<file path="config.mk">
export PLATFORM = sky130hd
export DESIGN_NAME = drc_refresh_control
export DESIGN_NICKNAME = d
export VERILOG_FILES = /design/src/drc_pkg.sv /design/src/drc_refresh_control.sv /design/src/drc_timing_decode.sv
export SDC_FILE = /design/constraint.sdc
export NUM_CORES = 1
export LEC_CHECK = 0
export ABC_AREA = 1
export BUFFER_PORTS_ARGS = -buffer_cell sky130_fd_sc_hd__clkbuf_2
export CAP_MARGIN = 10
export CELL_PAD_IN_SITES_DETAIL_PLACEMENT = 1
export CELL_PAD_IN_SITES_GLOBAL_PLACEMENT = 1
export CORE_UTILIZATION = 37
export DETAILED_ROUTE_END_ITERATION = 10
export HOLD_SLACK_MARGIN = 0.06
export PLACE_DENSITY = 0.76
export SYNTH_ARGS = -nofsm -noshare
export SYNTH_HDL_FRONTEND = slang
export SYNTH_SLANG_ARGS = --single-unit
</file>
<file path="constraint.sdc">
create_clock -name ref_clk -period 2.1 [get_ports ref_clk]
set_input_delay 0.105 -clock ref_clk [delete_from_list [all_inputs] [get_ports ref_clk]]
set_output_delay 0.105 -clock ref_clk [all_outputs]
set_load 0.02 [all_outputs]
</file>
<file path="src/drc_pkg.sv">
// Package for the DRAM timing and refresh control block.
package drc_pkg;

	// Register indices; byte address is four times the index.
	localparam logic [3:0] RegDramCfgIdx = 4'h0;
	localparam logic [3:0] RegRefCtlIdx  = 4'h1;
	localparam logic [3:0] RegRefCntIdx  = 4'h2;
	localparam logic [3:0] RegRefPerIdx  = 4'h3;

	localparam logic [15:0] DramCfgReset  = 16'h0000;
	localparam logic [15:0] RefCtlReset   = 16'h0000;
	localparam logic [15:0] DramCfgWrMask = 16'hFFB7;
	localparam logic [15:0] RefCtlWrMask  = 16'h003F;

	// Field positions of the DRAM configuration register.
	localparam int PosPrecharge = 15;
	localparam int PosRasCas    = 14;
	localparam int PosCbrRas    = 12;
	localparam int PosWrCol     = 10;
	localparam int PosRdCol     = 8;
	localparam int PosIdle      = 7;
	localparam int PosPage      = 5;
	localparam int PosRasHold   = 4;
	localparam int PosWidth     = 2;
	localparam int PosRowShift  = 0;

	// Field positions of the refresh control/status register.
	localparam int PosMatchFlag = 6;
	localparam int PosMatchIe   = 5;
	localparam int PosClkSel    = 2;
	localparam int PosRefEn     = 1;
	localparam int PosRefMode   = 0;

	// Base values of the documented timings; precharge and CBR RAS ones in half cycles.
	localparam logic [3:0] PrechargeHalfBase = 4'h3;
	localparam logic [3:0] CbrRasHalfBase    = 4'h5;
	localparam logic [2:0] ColCyclesBase     = 3'h2;
	localparam logic [3:0] RowShiftBase      = 4'h9;
	localparam int DivWidth = 12;

	typedef struct packed {
		logic       prechargeSelect;
		logic       rasCasDelaySelect;
		logic [1:0] cbrRasWidth;
		logic [1:0] writeColumnCycles;
		logic [1:0] readColumnCycles;
		logic       idleAfterRead;
		logic       pageModeEnable;
		logic       rasHoldMode;
		logic       dramWidthSelect;
		logic [1:0] rowShiftSelect;
	} drc_cfg_type;

	typedef struct packed {
		logic [3:0] prechargeHalf;
		logic [1:0] rowCycles;
		logic [3:0] cbrRasHalf;
		logic [2:0] writeCycles;
		logic [2:0] readCycles;
		logic       writeWaitOn;
		logic       readWaitOn;
		logic       idleAfterRead;
		logic       pageMode;
		logic       rasDown;
		logic       wide;
		logic [3:0] rowShift;
	} drc_timing_type;

endpackage

</file>
<file path="src/drc_refresh_control.sv">
// DRAM configuration registers, refresh timer and refresh request logic.
`timescale 1ns/1ps
// Functional notes
// - Both registers reset to zero, kept otherwise.
// - Precharge select: 1.5 or 2.5 cycles.
// - RAS-CAS delay: one or two cycles.
// - Refresh RAS width 2.5 to 5.5 cycles.
// - Write column 2..5 cycles, wait codes 10/11.
// - Read column 2..5 cycles, wait codes 10/11.
// - Optional idle cycle after DRAM read.
// - Page mode enable turns on bursts.
// - RAS hold mode: up or down.
// - Width select: 8 or 16 bits.
// - Row shift 9 to 12 bits.
// - Counter equals constant sets match flag.
// - No match while both untouched since reset.
// - Flag clears by read-then-write-zero.
// - Interrupt enable gates match interrupt.
// - Clock select stops or divides counter clock.
// - Refresh enable turns on refresh.
// - Self-refresh entered once access ends.
// - CBR refresh at compare interval.
// - Timer requests ignored in self-refresh.
// - Counter is eight bits, upper byte zero.
// - Match clears counter with flag set.
// - Request pends; newer match supersedes it.
// - Interrupt held until flag cleared.
module drc_refresh_control (
	input  wire logic                   ref_clk,
	input  wire logic                   reset,
	input  wire logic [3:0]             regAddr,
	input  wire logic [15:0]            regWrData,
	input  wire logic                   regWrite,
	input  wire logic                   regRead,
	output logic [15:0]                 regRdData,
	input  wire logic                   dramAccessBusy,
	input  wire logic                   refreshDone,
	output logic                        refreshRequest,
	output logic                        selfRefresh,
	output logic                        matchInterrupt,
	output drc_pkg::drc_timing_type     timing
);

	logic [15:0] dramCfg_q;
	logic [15:0] refCtl_q;
	logic [7:0]  refCnt_q;
	logic [7:0]  refPer_q;
	logic        touched_q;
	logic        flagSeen_q;
	logic [drc_pkg::DivWidth-1:0] div_q;
	logic [drc_pkg::DivWidth-1:0] divPrev_q;
	logic        reqPend_q;
	logic        selfRef_q;
	logic        countTick;
	logic        match;
	logic        wrCfg;
	logic        wrCtl;
	logic        wrCnt;
	logic        wrPer;
	logic        rdCtl;
	logic [15:0] rdData_d;
	drc_pkg::drc_cfg_type cfg;

	function automatic logic [3:0] tapIndex(input logic [2:0] sel);
		tapIndex = 4'd0;
		unique case (sel)
			3'd1: tapIndex = 4'd0;
			3'd2: tapIndex = 4'd2;
			3'd3: tapIndex = 4'd4;
			3'd4: tapIndex = 4'd6;
			3'd5: tapIndex = 4'd8;
			3'd6: tapIndex = 4'd10;
			3'd7: tapIndex = 4'd11;
			default: tapIndex = 4'd0;
		endcase
	endfunction

	assign wrCfg = regWrite && regAddr == drc_pkg::RegDramCfgIdx;
	assign wrCtl = regWrite && regAddr == drc_pkg::RegRefCtlIdx;
	assign wrCnt = regWrite && regAddr == drc_pkg::RegRefCntIdx;
	assign wrPer = regWrite && regAddr == drc_pkg::RegRefPerIdx;
	assign rdCtl = regRead && regAddr == drc_pkg::RegRefCtlIdx;

	// Configuration register; reserved bits are masked on write.
	always_ff @(posedge ref_clk or posedge reset) begin
		if (reset) begin
			dramCfg_q <= drc_pkg::DramCfgReset;
		end else if (wrCfg) begin
			dramCfg_q <= regWrData & drc_pkg::DramCfgWrMask;
		end
	end

	assign cfg = drc_pkg::drc_cfg_type'({dramCfg_q[15:7],
		dramCfg_q[5:4], dramCfg_q[2:0]});

	drc_timing_decode decoder (
		.cfg    (cfg),
		.timing (timing)
	);

	// Free-running prescaler; a tick is the rising of the chosen tap.
	always_ff @(posedge ref_clk or posedge reset) begin
		if (reset) begin
			div_q <= '0;
			divPrev_q <= '0;
		end else begin
			div_q <= div_q + 1'b1;
			divPrev_q <= div_q;
		end
	end

	logic [2:0] clkSel;
	assign clkSel = refCtl_q[drc_pkg::PosClkSel +: 3];
	assign countTick = clkSel != 3'd0
		&& div_q[tapIndex(clkSel)]
		&& !divPrev_q[tapIndex(clkSel)];

	// The reset-value equality is not a real match until something moves.
	assign match = touched_q && refCnt_q == refPer_q;

	always_ff @(posedge ref_clk or posedge reset) begin
		if (reset) begin
			touched_q <= 1'b0;
		end else if (wrCnt || wrPer || countTick) begin
			touched_q <= 1'b1;
		end
	end

	// Counter: software write wins over counting; match clears it.
	always_ff @(posedge ref_clk or posedge reset) begin
		if (reset) begin
			refCnt_q <= 8'h00;
		end else if (wrCnt) begin
			refCnt_q <= regWrData[7:0];
		end else if (match) begin
			refCnt_q <= 8'h00;
		end else if (countTick) begin
			refCnt_q <= refCnt_q + 8'h01;
		end
	end

	always_ff @(posedge ref_clk or posedge reset) begin
		if (reset) begin
			refPer_q <= 8'h00;
		end else if (wrPer) begin
			refPer_q <= regWrData[7:0];
		end
	end

	// Remember that the flag was read as one, enabling the clear.
	always_ff @(posedge ref_clk or posedge reset) begin
		if (reset) begin
			flagSeen_q <= 1'b0;
		end else if (rdCtl && refCtl_q[drc_pkg::PosMatchFlag]) begin
			flagSeen_q <= 1'b1;
		end else if (wrCtl || !refCtl_q[drc_pkg::PosMatchFlag]) begin
			flagSeen_q <= 1'b0;
		end
	end

	// Control register; a new match wins over a clearing write.
	always_ff @(posedge ref_clk or posedge reset) begin
		if (reset) begin
			refCtl_q <= drc_pkg::RefCtlReset;
		end else begin
			if (wrCtl) begin
				refCtl_q[5:0] <= regWrData[5:0];
			end
			if (match) begin
				refCtl_q[drc_pkg::PosMatchFlag] <= 1'b1;
			end else if (wrCtl && flagSeen_q
				&& !regWrData[drc_pkg::PosMatchFlag]) begin
				refCtl_q[drc_pkg::PosMatchFlag] <= 1'b0;
			end
		end
	end

	logic refEn;
	logic refMode;
	assign refEn = refCtl_q[drc_pkg::PosRefEn];
	assign refMode = refCtl_q[drc_pkg::PosRefMode];

	// Pending CBR request; a later match simply replaces it.
	always_ff @(posedge ref_clk or posedge reset) begin
		if (reset) begin
			reqPend_q <= 1'b0;
		end else if (!refEn || selfRef_q) begin
			reqPend_q <= 1'b0;
		end else if (match && !refMode) begin
			reqPend_q <= 1'b1;
		end else if (refreshDone) begin
			reqPend_q <= 1'b0;
		end
	end

	// Self-refresh waits for the current access to finish.
	always_ff @(posedge ref_clk or posedge reset) begin
		if (reset) begin
			selfRef_q <= 1'b0;
		end else if (!(refEn && refMode)) begin
			selfRef_q <= 1'b0;
		end else if (!dramAccessBusy) begin
			selfRef_q <= 1'b1;
		end
	end

	assign refreshRequest = reqPend_q;
	assign selfRefresh = selfRef_q;
	assign matchInterrupt = refCtl_q[drc_pkg::PosMatchFlag]
		&& refCtl_q[drc_pkg::PosMatchIe];

	// Read mux; unmapped addresses read zero.
	always_comb begin
		rdData_d = 16'h0000;
		unique case (regAddr)
			drc_pkg::RegDramCfgIdx: rdData_d = dramCfg_q;
			drc_pkg::RegRefCtlIdx:  rdData_d = refCtl_q & 16'h007F;
			drc_pkg::RegRefCntIdx:  rdData_d = {8'h00, refCnt_q};
			drc_pkg::RegRefPerIdx:  rdData_d = {8'h00, refPer_q};
			default:                rdData_d = 16'h0000;
		endcase
	end

	always_ff @(posedge ref_clk or posedge reset) begin
		if (reset) begin
			regRdData <= 16'h0000;
		end else if (regRead) begin
			regRdData <= rdData_d;
		end else begin
			regRdData <= 16'h0000;
		end
	end

	match_clears_counter_a: assert property (
		@(posedge ref_clk) disable iff (reset)
		match && !wrCnt |=> refCnt_q == 8'h00)
		else $error("Counter not cleared after match.");

	match_sets_flag_a: assert property (
		@(posedge ref_clk) disable iff (reset)
		match |=> refCtl_q[drc_pkg::PosMatchFlag])
		else $error("Match flag not set.");

	untouched_no_match_a: assert property (
		@(posedge ref_clk) disable iff (reset)
		!touched_q |-> !match && !refCtl_q[drc_pkg::PosMatchFlag])
		else $error("Match raised from reset values.");

	flag_clear_needs_read_a: assert property (
		@(posedge ref_clk) disable iff (reset)
		$fell(refCtl_q[drc_pkg::PosMatchFlag]) |->
		$past(wrCtl) && $past(flagSeen_q))
		else $error("Flag cleared without prior read.");

	irq_follows_flag_a: assert property (
		@(posedge ref_clk) disable iff (reset)
		match && refCtl_q[drc_pkg::PosMatchIe] && !wrCtl
		|=> matchInterrupt)
		else $error("Interrupt does not follow flag and enable.");

	irq_held_a: assert property (
		@(posedge ref_clk) disable iff (reset)
		matchInterrupt && refCtl_q[5] && !wrCtl |=> matchInterrupt)
		else $error("Interrupt dropped without flag clear.");

	stopped_counter_a: assert property (
		@(posedge ref_clk) disable iff (reset)
		clkSel == 3'd0 && !wrCnt && !match |=> $stable(refCnt_q))
		else $error("Counter moved while stopped.");

	self_ref_entry_a: assert property (
		@(posedge ref_clk) disable iff (reset)
		refEn && refMode && !dramAccessBusy |=> selfRef_q)
		else $error("Self-refresh not entered when idle.");

	no_req_self_a: assert property (
		@(posedge ref_clk) disable iff (reset)
		selfRef_q |=> !reqPend_q)
		else $error("Refresh request during self-refresh.");

	no_refresh_off_a: assert property (
		@(posedge ref_clk) disable iff (reset)
		!refEn |=> !reqPend_q && !selfRef_q)
		else $error("Refresh active while disabled.");

	cfg_reserved_zero_a: assert property (
		@(posedge ref_clk) disable iff (reset)
		dramCfg_q[6] == 1'b0 && dramCfg_q[3] == 1'b0)
		else $error("Reserved configuration bit set.");

	ctl_reserved_zero_a: assert property (
		@(posedge ref_clk) disable iff (reset)
		regRead && regAddr == drc_pkg::RegRefCtlIdx
		|=> regRdData[15:7] == 9'h000)
		else $error("Reserved control bits read nonzero.");

	count_upper_zero_a: assert property (
		@(posedge ref_clk) disable iff (reset)
		regRead && regAddr == drc_pkg::RegRefCntIdx
		|=> regRdData[15:8] == 8'h00)
		else $error("Counter upper byte read nonzero.");

	period_upper_zero_a: assert property (
		@(posedge ref_clk) disable iff (reset)
		regRead && regAddr == drc_pkg::RegRefPerIdx
		|=> regRdData[15:8] == 8'h00)
		else $error("Period upper byte read nonzero.");

	tick_counts_up_a: assert property (
		@(posedge ref_clk) disable iff (reset)
		countTick && !wrCnt && !match
		|=> refCnt_q == $past(refCnt_q) + 8'h01)
		else $error("Counter did not advance on tick.");

	no_tick_stopped_a: assert property (
		@(posedge ref_clk) disable iff (reset)
		clkSel == 3'd0 |-> !countTick)
		else $error("Tick while count clock stopped.");

	fast_tick_gap_a: assert property (
		@(posedge ref_clk) disable iff (reset)
		countTick && clkSel == 3'd1 && !wrCtl |=> !countTick)
		else $error("Half-rate tick came too soon.");

	request_on_match_a: assert property (
		@(posedge ref_clk) disable iff (reset)
		match && refEn && !refMode && !selfRef_q |=> reqPend_q)
		else $error("Match did not raise a refresh request.");

	request_held_a: assert property (
		@(posedge ref_clk) disable iff (reset)
		reqPend_q && refEn && !selfRef_q && !refreshDone
		|=> reqPend_q)
		else $error("Refresh request dropped unserviced.");

	self_ref_waits_a: assert property (
		@(posedge ref_clk) disable iff (reset)
		!selfRef_q && dramAccessBusy |=> !selfRef_q)
		else $error("Self-refresh entered during an access.");

	flag_only_by_match_a: assert property (
		@(posedge ref_clk) disable iff (reset)
		!refCtl_q[drc_pkg::PosMatchFlag] && !match
		|=> !refCtl_q[drc_pkg::PosMatchFlag])
		else $error("Match flag set without a match.");

	row_cycles_default_a: assert property (
		@(posedge ref_clk) disable iff (reset)
		!dramCfg_q[drc_pkg::PosRasCas] |-> timing.rowCycles == 2'd1)
		else $error("Row address cycles wrong.");

endmodule

</file>
<file path="src/drc_timing_decode.sv">
// Decoder turning the DRAM configuration fields into timing values.
`timescale 1ns/1ps
module drc_timing_decode (
	input  drc_pkg::drc_cfg_type    cfg,
	output drc_pkg::drc_timing_type timing
);

	// Precharge and CBR RAS timings are in half cycles so that x.5 figures stay exact.
	always_comb begin
		timing.prechargeHalf = drc_pkg::PrechargeHalfBase
			+ {2'b00, cfg.prechargeSelect, 1'b0};
		timing.rowCycles = cfg.rasCasDelaySelect ? 2'd2 : 2'd1;
		timing.cbrRasHalf = drc_pkg::CbrRasHalfBase
			+ {1'b0, cfg.cbrRasWidth, 1'b0};
		timing.writeCycles = drc_pkg::ColCyclesBase
			+ {1'b0, cfg.writeColumnCycles};
		timing.readCycles = drc_pkg::ColCyclesBase
			+ {1'b0, cfg.readColumnCycles};
		timing.writeWaitOn = cfg.writeColumnCycles[1];
		timing.readWaitOn = cfg.readColumnCycles[1];
		timing.idleAfterRead = cfg.idleAfterRead;
		timing.pageMode = cfg.pageModeEnable;
		timing.rasDown = cfg.rasHoldMode;
		timing.wide = cfg.dramWidthSelect;
		timing.rowShift = drc_pkg::RowShiftBase
			+ {2'b00, cfg.rowShiftSelect};
	end

endmodule

</file>
## Yosys cells after proc, flatten, opt, wreduce, memory -nomap -nowiden

Cells that the tools add are included.

| word-level totals | value |
|---|---|
| flip-flop bits (word level) | 81 |
| bits in latches | 0 |
| bits in writable memories | 0 |
| ROM bits | 0 |
| input bits | 26 |
| output and inout port bits | 45 |
| memories | 0 |

| operators by class | value |
|---|---|
| $add $sub $neg | 7 |
| $mul | 0 |
| divide/modulo/power cells | 0 |
| $lt $le $gt $ge | 1 |
| equality and inequality tests | 11 |
| shift operators | 0 |
| multiplexer cells | 20 |
| bitwise gates (word level) | 0 |
| reduce and logical (&&, ||, !) cells | 29 |

Operators by type and width:

| cell | count |
|---|---|
| 16-bit one-hot mux with 4 select lines | 1 |
| 8-bit 2-to-1 mux | 3 |
| 4-bit one-hot mux with 6 select lines | 1 |
| 16-bit 2-to-1 mux | 1 |
| 1-bit logical AND | 14 |
| 12-bit by 1-bit adder with 12-bit output (second input constant) | 1 |
| 3-bit == test (second input constant) | 4 |
| 1-bit 2-to-1 mux | 11 |
| 2-bit by 2-bit adder with 3-bit output (first input constant) | 3 |
| 3-bit nonzero test | 3 |
| 8-bit by 1-bit adder with 8-bit output (second input constant) | 1 |
| 1-bit binary-select mux with 4-bit select | 2 |
| 4-bit by 2-bit == test with 1-bit output (second input constant) | 2 |
| 8-bit == test | 1 |
| 3-bit by 2-bit == test with 1-bit output (second input constant) | 2 |
| 1-bit zero test | 5 |
| 4-bit by 5-bit less-than comparator with 1-bit output (second input constant) | 1 |
| 3-bit by 3-bit adder with 4-bit output (first input constant) | 1 |
| 4-bit by 2-bit adder with 4-bit output (first input constant) | 1 |
| 4-bit by 1-bit == test with 1-bit output (second input constant) | 1 |
| 4-bit zero test | 1 |
| 1-bit logical OR | 4 |
| 2-bit nonzero test | 2 |
| 2-bit 2-to-1 mux | 1 |
| 2-bit inequality test (second input constant) | 1 |

## Depth between registers and ports, before layout

Gate-level depths: netlist (run 1).

| depth | value |
|---|---|
| word-level depth | 9 |
| gate-level depth with buffers | 11 |
| mapped depth without buffers | 11 |

## Modules after synthesis

A second synthesis (run 1) with hierarchy kept.

| second synthesis, totals | value |
|---|---|
| cells, all modules | 424 |
| area, all modules | 3819.9 um^2 |

Modules (own cells, without submodules):

| module | instances | cells each | area an instance (um^2) |
|---|---|---|---|
| drc_refresh_control | 1 | 397 | 3642.2 |
| drc_timing_decode | 1 | 27 | 177.7 |

## Worst setup path before layout (run 1)

No wires, ideal clock.

| path | value |
|---|---|
| kind | register -> register |
| start point | register div_q[0] (netlist bit) |
| end point | register div_q[10] (netlist bit) |
| library setup time | 0.123 ns |
| arrival | 1.203 ns |
| path slack | 0.774 ns |
| stages on the path, launching flop included | 8 |
| path buffers | 0 |
| path through | dfrtp_1 > ha_1 > nand2_1 > nor2_1 > nand3_1 > nor3_2 > nand2_1 > xnor2_1 |

| between the ends | value |
|---|---|
| longest elaborated chain between the ends | 1 |

RTL lines:

| what | RTL line | text |
|---|---|---|
| start: declaration | drc_refresh_control.sv:50 | `logic [drc_pkg::DivWidth-1:0] div_q;` |
| start signal: assignment | drc_refresh_control.sv:107 | `div_q <= div_q + 1'b1;` |
| 12-bit by 1-bit adder with 12-bit output | drc_refresh_control.sv:107 |  |

No other way between the ends.
A chain may end at the register's enable or synchronous reset.

## Final worst setup path (run 1)

| path | value |
|---|---|
| start point | register refCnt_q[5] |
| end point | register refCnt_q[6] |

| between the ends | value |
|---|---|
| longest elaborated chain between the ends | 4 |
| elaborated cells on any way between the ends | 7 |
| classes of those cells | add/sub: 1; eq/ne: 1; mux: 3; reduce/logical: 2 |

RTL lines:

| what | RTL line | text |
|---|---|---|
| start: declaration | drc_refresh_control.sv:46 | `logic [7:0] refCnt_q;` |
| start signal: assignment | drc_refresh_control.sv:134 | `refCnt_q <= regWrData[7:0];` |
| start signal: assignment | drc_refresh_control.sv:138 | `refCnt_q <= refCnt_q + 8'h01;` |
| 8-bit by 1-bit adder with 8-bit output or 8-bit == test (tied branches) | drc_refresh_control.sv:138, drc_refresh_control.sv:119 |  |
| 8-bit 2-to-1 mux or 1-bit logical AND (tied branches) | drc_refresh_control.sv:137, drc_refresh_control.sv:119 |  |
| 8-bit 2-to-1 mux | drc_refresh_control.sv:135 | `end else if (match) begin` |
| 8-bit 2-to-1 mux | drc_refresh_control.sv:133 | `end else if (wrCnt) begin` |

Several ways; a longest one is shown, not always the timed one. The select of a mux whose other input is x is not followed.

==> results of run 1 <==
-- flip-flops by register name, indices dropped and copies added (netlist names) --
name and count:
regRdData 16, dramCfg_q 14, div_q 12, refCnt_q 8, refPer_q 8, divPrev_q 7
refCtl_q 4, clkSel 3, flagSeen_q 1, refreshRequest 1, selfRefresh 1, touched_q 1
-- worst min-delay path: cells and delay by family --
family                 cells  cell delay [ps]
AND/OR/NAND/NOR            1               60
AO/OA/AOI/OAI              1               60
buffers and inverters      1              160
-- worst paths after layout --
path	to	from	cells past startpoint
max reg2reg	refCnt_q[6]$_DFFE_PP0P_	refCnt_q[5]$_DFFE_PP0P_	10
min in group asynchronous	regRdData[15]$_DFF_PP0_	reset	4
max in group asynchronous	selfRefresh$_DFFE_PP0P_	reset	4
min reg2reg	divPrev_q[11]$_DFF_PP0_	div_q[11]$_DFF_PP0_	0
max	refCnt_q[6]$_DFFE_PP0P_	refCnt_q[5]$_DFFE_PP0P_	10
min	refPer_q[4]$_DFFE_PP0P_	regWrData[4]	3
-- cell families (layout without fill, tap and decap cells) --
logic type / after synthesis / after routing
buf+inv: 81 / 156
mux: 5 / 5
xor+xnor: 15 / 15
flops: 76 / 76
fa+ha+maj: 3 / 3
simple gates: 199 / 199
other cells: 2 / 4
compound gates: 46 / 46
-- final cells by class --
cell class                      instances  area [µm²]  share of cell area
Clock buffer                           11       141.4             0.03188
Clock inverter                          4       50.05             0.01128
Inverter                               56       212.7             0.04795
Multi-Input combinational cell        272        1435              0.3236
Sequential cell                        76        1902              0.4288
Tap cell                              133       166.4             0.03752
Timing Repair Buffer                   85       528.0              0.1190
-- cell usage after synthesis (2+ instances only) --
master,number
ha_1,3
xnor2_1,3
inv_2,3
nor2_1,42
buf_2,2
dfrtp_1,76
xor2_1,12
buf_4,20
a211oi_1,5
buf_6,3
o221ai_1,2
o21ai_0,16
nand2_1,111
o21ai_1,3
nor3_2,2
nand2_4,4
nor2_4,3
nor2_2,4
a21oi_1,10
mux2_2,3
inv_1,51
mux2_4,2
nand3_1,22
nand3b_1,4
o22ai_1,7
nand3_4,2
conb_1,2
o211ai_1,2
-- layer usage --
layer / vias to the layer above / routed length (µm) / GRT usage
li1: 1458 / - / -
met1: 1527 / 4469 / 0.2620
met2: 64 / 4709 / 0.3385
met3: 16 / 360 / 0.04104
met4: 0 / 160 / 0.06703
met5: - / 0 / 0
-- power breakdown --
group,internal [mW],total (mW),switching (mW)
clock,0.573,1.10,0.531
sequential,1.67,1.90,0.225
combinational,0.436,1.25,0.810
total,2.68,4.25,1.57
-- metrics by stage --
step,power (mW),worst slack [ps],util
final,4.249,492.1,0.4538
after global routing,4.519,305.5,0.4538
after CTS,4.289,468.2,0.4538
after detailed placement,3.146,448.4,0.4168
after global placement,3.100,573.1,0.4168
after floorplan,2.835,56.67,-
==> flow_summary.json, run 1 <==
{
  "drcViolationCount": 0,
  "finalSetupViolCount": 0,
  "synthXorXnorAreaFrac": 0.03516,
  "fin_cells": 637,
  "peakVddDrop_uv": 264.3,
  "first_pass_iters": 4,
  "rsz0062_at_grt": "false",
  "maxCapViolations": 0,
  "fin_tns_setup_ps": 0,
  "worst_path_dominant_cell_family": "simple AND/OR/NAND/NOR gates",
  "num_vias": 3065,
  "period_share": 0.7657,
  "ys.flop_type": "dfrtp_1",
  "synth_top_family_by_area": "simple AND/OR/NAND/NOR gates",
  "drt-initial-drc-count": 108,
  "clk_latency_ps": 360,
  "async_flop_share": 1.000,
  "fmax_mhz": 621.9,
  "ys_seq_area_frac": 0.5090,
  "die_w_um": 102.5,
  "synth_compound_area_frac": 0.07133,
  "grt_max_degree": 77,
  "synth_mux_area_frac": 0.01708,
  "slew_viol_final": 0,
  "synth_adder_area_share": 0.01005,
  "grtUsageTotal": 0.2025,
  "cpMostUsedCell": "nand2_1",
  "antenna_found_initial": 0,
  "cp.required_ps": 2390,
  "detail-route-antenna-nets": 0,
  "design_area_um2": 4436,
  "grt_pass1_vias": 3134,
  "synthCells": 427,
  "tightest_slew_ps": 778.7,
  "hpwl_mm": 6.987,
  "nets": 529,
  "num_rows": 36,
  "ctsHoldBuffers": 17,
  "diodes": 0,
  "period_minus_slack_ps": 1608,
  "clkTransAtPathRegs_ps": 70,
  "cpPeakStageDelay_ps": 490,
  "outcome": "complete, no violations",
  "hold_violations": 0,
  "worstPathArrival_ps": 1900,
  "clockBufferDepth": 2,
  "crit_buf_inv": 1,
  "synth-simple-area-share": 0.2465,
  "yosys-top-cells-area": "dfrtp_1, nand2_1, inv_1",
  "wirelength_mm": 9.700,
  "yosysUniqueCellTypes": 36,
  "n_fill_cell": 1178,
  "layout-drive-gt1-share": 0.2183,
  "synth.largest_area_cell": "dfrtp_1",
  "p_leak_nw": 2.329,
  "yosysWarnings": 0,
  "gp_congestion": 0.8362,
  "final_cell_mix": "nand2_1, dfrtp_1, clkbuf_2",
  "io_pins": 71,
  "hold_path.class": "input port to flip-flop",
  "synth_top_area_frac": 0.5090,
  "grt_overflow": 0,
  "cts_sinks": 76,
  "grt_pass1_wl_mm": 15.76,
  "cts_root_buffer": "clkbuf_8",
  "cts_resized": 0,
  "final_common_cell": "nand2_1",
  "die_area_um2": 10500,
  "skew_ps": 9.021,
  "syn_area_um2": 3736,
  "synth_edf_count": 0,
  "syn_to_final_growth_pct": 18.72,
  "max_slew_margin": 0.4789,
  "cp-end-kind": "flip-flop",
  "regToRegSetupSlack_ps": 490,
  "powerDensity_nw_per_um2": 957.9,
  "syn_area_per_cell_um2": 8.750,
  "crit_chain": "inv_1 -> nand2_1 -> nand2_1 -> nor2_1 -> nand2_1 -> nor2_1 -> nor2_2 -> nand2_4 -> nand2_1 -> nand2_1",
  "critPathLaunchType": "flip-flop",
  "core_area_um2": 9774,
  "synth_seq_cells": 76,
  "wl_per_cell_um": 15.23,
  "vias_per_cell": 4.812,
  "placedInstanceArea_um2": 4074,
  "dp.cells": 605,
  "start_util": 0.3822,
  "whs_ps": 72.52,
  "cts_tree": "built",
  "post-cts-setup-buffers": 0,
  "cp_max_fo": 8,
  "crit_slowest_cell": "dfrtp_1",
  "htreeDepth": 3,
  "worstSetupPathType": "flip-flop to flip-flop",
  "die_y_um": 102.5,
  "cts_buffers": 9,
  "portBuffers": 66
}
Note: power is estimated with default switching activity, not from simulation.
==> run 2: changes to the inputs <==
ABC_AREA = 0   (was 1)
CORE_UTILIZATION = 43   (was 37)
PLACE_DENSITY = 0.8   (was 0.76)
clock period = 1.65 ns   (was 2.1 ns; I/O delays follow)
==> run 2 against run 1 <==
Against the previous run: the run now ends with setup timing left; sequential share of layout area is 0.28 points lower; clock power is 47% higher; critical path depth down 4; power increased by 33%; register-to-register slack worse by 540 ps; highest routed layer unchanged; non-clock buffer count up 29; setup slack got worse by 540 ps.
==> flow_summary.json, run 2 <==
{
  "cts_tree": "built",
  "power_frac_clock": 0.286,
  "diodes": 0,
  "num_rows": 32,
  "worstSetupPathType": "flip-flop to flip-flop",
  "p_switching_mw": 1.854,
  "synth_seq_cells": 76,
  "n_fill_cell": 844,
  "grt_max_degree": 49,
  "wl_per_cell_um": 17.62,
  "clkTransAtPathRegs_ps": 80,
  "busiest_layer": "met2",
  "layout-drive-gt1-share": 0.4020,
  "ys.flop_type": "dfrtp_1",
  "syn_area_per_cell_um2": 11.77,
  "skew_ps": 9.890,
  "hp-start": "regAddr[3]",
  "hold_path.class": "input port to flip-flop",
  "cts_root_buffer": "clkbuf_8",
  "htreeDepth": 3,
  "seqPwrFrac": 0.437,
  "violations": "setup timing",
  "synth.largest_area_cell": "dfrtp_1",
  "fin_cells": 500,
  "register_area_um2": 1904,
  "cp.required_ps": 1920,
  "hpwl_mm": 5.760,
  "nets": 422,
  "grt_util_met3": 0.04643,
  "peakVddDrop_uv": 473.7,
  "worstRegToRegCells": 6,
  "synth_common_cells": "dfrtp_1, mux2_2, nor2_1, xnor2_1",
  "clockBufferDepth": 2,
  "grt_pass1_wl_mm": 14.43,
  "multi_input_area_um2": 1405,
  "start_util": 0.4468,
  "dp.cells": 459,
  "drcViolationCount": 0,
  "min_path_cells": 3,
  "hold_violations": 0,
  "rsz0062_at_grt": "true",
  "maxCapViolations": 0,
  "setup_ws_ps": -43.74,
  "power_frac_comb": 0.276,
  "die_y_um": 91.84,
  "vias_per_cell": 5.158,
  "first_pass_iters": 4,
  "syn_to_final_growth_pct": 28.80,
  "wirelength_mm": 8.810,
  "core_area_um2": 7767,
  "cp-end-kind": "flip-flop",
  "cts_buffers": 9,
  "p_leak_nw": 2.149,
  "slew_viol_final": 0,
  "outcome": "finished with violations",
  "max_flop_register": "regRdData",
  "clk_latency_ps": 360,
  "post-synth-top-count-cell": "dfrtp_1",
  "die_area_um2": 8435,
  "worstPathArrival_ps": 1960,
  "final_cell_mix": "dfrtp_1, clkbuf_2, mux2_2",
  "cts_sinks": 76,
  "reg_top3": "regRdData x16, dramCfg_q x14, div_q x12",
  "p_sw_frac": 0.3279,
  "detail-route-antenna-nets": 0,
  "period_minus_slack_ps": 1694,
  "yosys-top-cells-area": "dfrtp_1, mux2_2, xnor2_1",
  "yosysWarnings": 0,
  "gp_congestion": 0.8567,
  "io_pins": 71,
  "pre_cts_ws_ps": -104.4,
  "cp-startpoint": "clkSel[0]$_DFFE_PP0P_",
  "powerDensity_nw_per_um2": 1265,
  "num_vias": 2579,
  "die_w_um": 91.84,
  "use_met2": 0.3943,
  "grt_overflow": 0,
  "synth_edf_count": 0,
  "internal_power_mw": 3.802,
  "antenna_found_initial": 0,
  "final_common_cell": "dfrtp_1",
  "finalSetupViolCount": 3,
  "syn_area_um2": 3471,
  "async_flop_share": 1.000,
  "yosysUniqueCellTypes": 41,
  "grt_pass1_vias": 2856,
  "r2r_start": "clkSel[0]$_DFFE_PP0P_",
  "critPathLaunchType": "flip-flop",
  "grtUsageMet1": 0.2604,
  "drt-initial-drc-count": 84,
  "synthCells": 295,
  "portBuffers": 66,
  "largest_reg_flops": 16,
  "period_share": 1.027,
  "grtUsageTotal": 0.2263,
  "synth_top_area_frac": 0.5479,
  "fmax_mhz": 590.4,
  "ys_seq_area_frac": 0.5479,
  "cp_max_fo": 7
}
-- run 2: changes by cell type after synthesis, sizes merged, moves of 8 or more --
cell and change:
xnor2 +18, inv -42, xor2 -8, o21ai -13, nor2 -28, nand3 -15, nand2 -98, mux2 +25
-- run 2: worst max-delay path, cell delays in order, from the launching register on --
cell and delay (ps):
dfrtp_2 480, and3b_1 220, o21ai_2 160, a32o_2 320, nor2_1 90, xnor2_1 130
o31ai_1 200
-- run 2: area by class of cell --
type	instances	share of cell area
Tap cell	102	0.02855
Multi-Input combinational cell	179	0.3143
Timing Repair Buffer	114	0.1690
Clock inverter	5	0.01875
Inverter	13	0.01175
Clock buffer	11	0.03163
Sequential cell	76	0.4260
-- run 2: stage by stage --
step | power [mW] | util | instance area (µm²) | hold slack (ps) | TNS (ps)
CTS | 5.610 | 0.5677 | 4409 | 104.8 | -77.86
global route | 5.944 | 0.5755 | 4471 | 138.2 | -523.7
detailed placement | 3.927 | 0.5081 | 3946 | 51.56 | -407.5
finish | 5.656 | 0.5755 | 4471 | 129.4 | -92.59
floorplan | 3.552 | - | 3493 | 168.3 | 0
global placement | 3.856 | 0.5081 | 3946 | 49.98 | 0
-- run 2: path summary, 6_finish.rpt --
path,end,slack [ps]
hold / removal,regRdData[4]$_DFF_PP0_,130
max in group asynchronous,dramCfg_q[5]$_DFFE_PP0P_,890
min in group asynchronous,refPer_q[2]$_DFFE_PP0P_,220
setup / recovery,refCnt_q[5]$_DFFE_PP0P_,-40
setup reg to reg,refCnt_q[5]$_DFFE_PP0P_,-40
hold reg to reg,divPrev_q[11]$_DFF_PP0_,450
-- run 2: kinds of logic after synthesis --
group	Yosys count	share of synthesized area
multiplexers	37	0.1211
other	2	0.002164
AND/OR/NAND/NOR	86	0.1363
buffers and inverters	43	0.07102
adder cells (fa/ha/maj)	3	0.01082
AO/OA/AOI/OAI	23	0.04758
flip-flops	76	0.5479
XOR/XNOR	25	0.06309
-- run 2: what timing repair did --
| item | CTS | global route |
|---|---|---|
| setup buffers | 1 | 2 |
| hold buffers | 21 | 0 |
| pin swaps | 3 | 3 |
| hold endpoints to repair | 116 | 0 |
| endpoints found under the setup margin | 8 | 22 |
| gates resized for setup | 4 | 11 |
| cloned | 1 | 0 |
-- run 2: power by group through the flow --
stage	logic, mW	clock network (mW)	registers [mW]
detailed placement	1.44	0	2.48
CTS	1.52	1.64	2.45
floorplan	1.15	0	2.40
global route	1.71	1.72	2.51
global placement	1.40	0	2.45
finish	1.56	1.62	2.47
-- run 2: metal layers --
metal | up-vias | routed length [µm] | part of all wire
li1 | 1189 | - | -
met1 | 1295 | 3660 | 0.42
met2 | 76 | 4530 | 0.51
met3 | 19 | 393 | 0.045
met4 | 0 | 225 | 0.026
met5 | - | 0 | 0
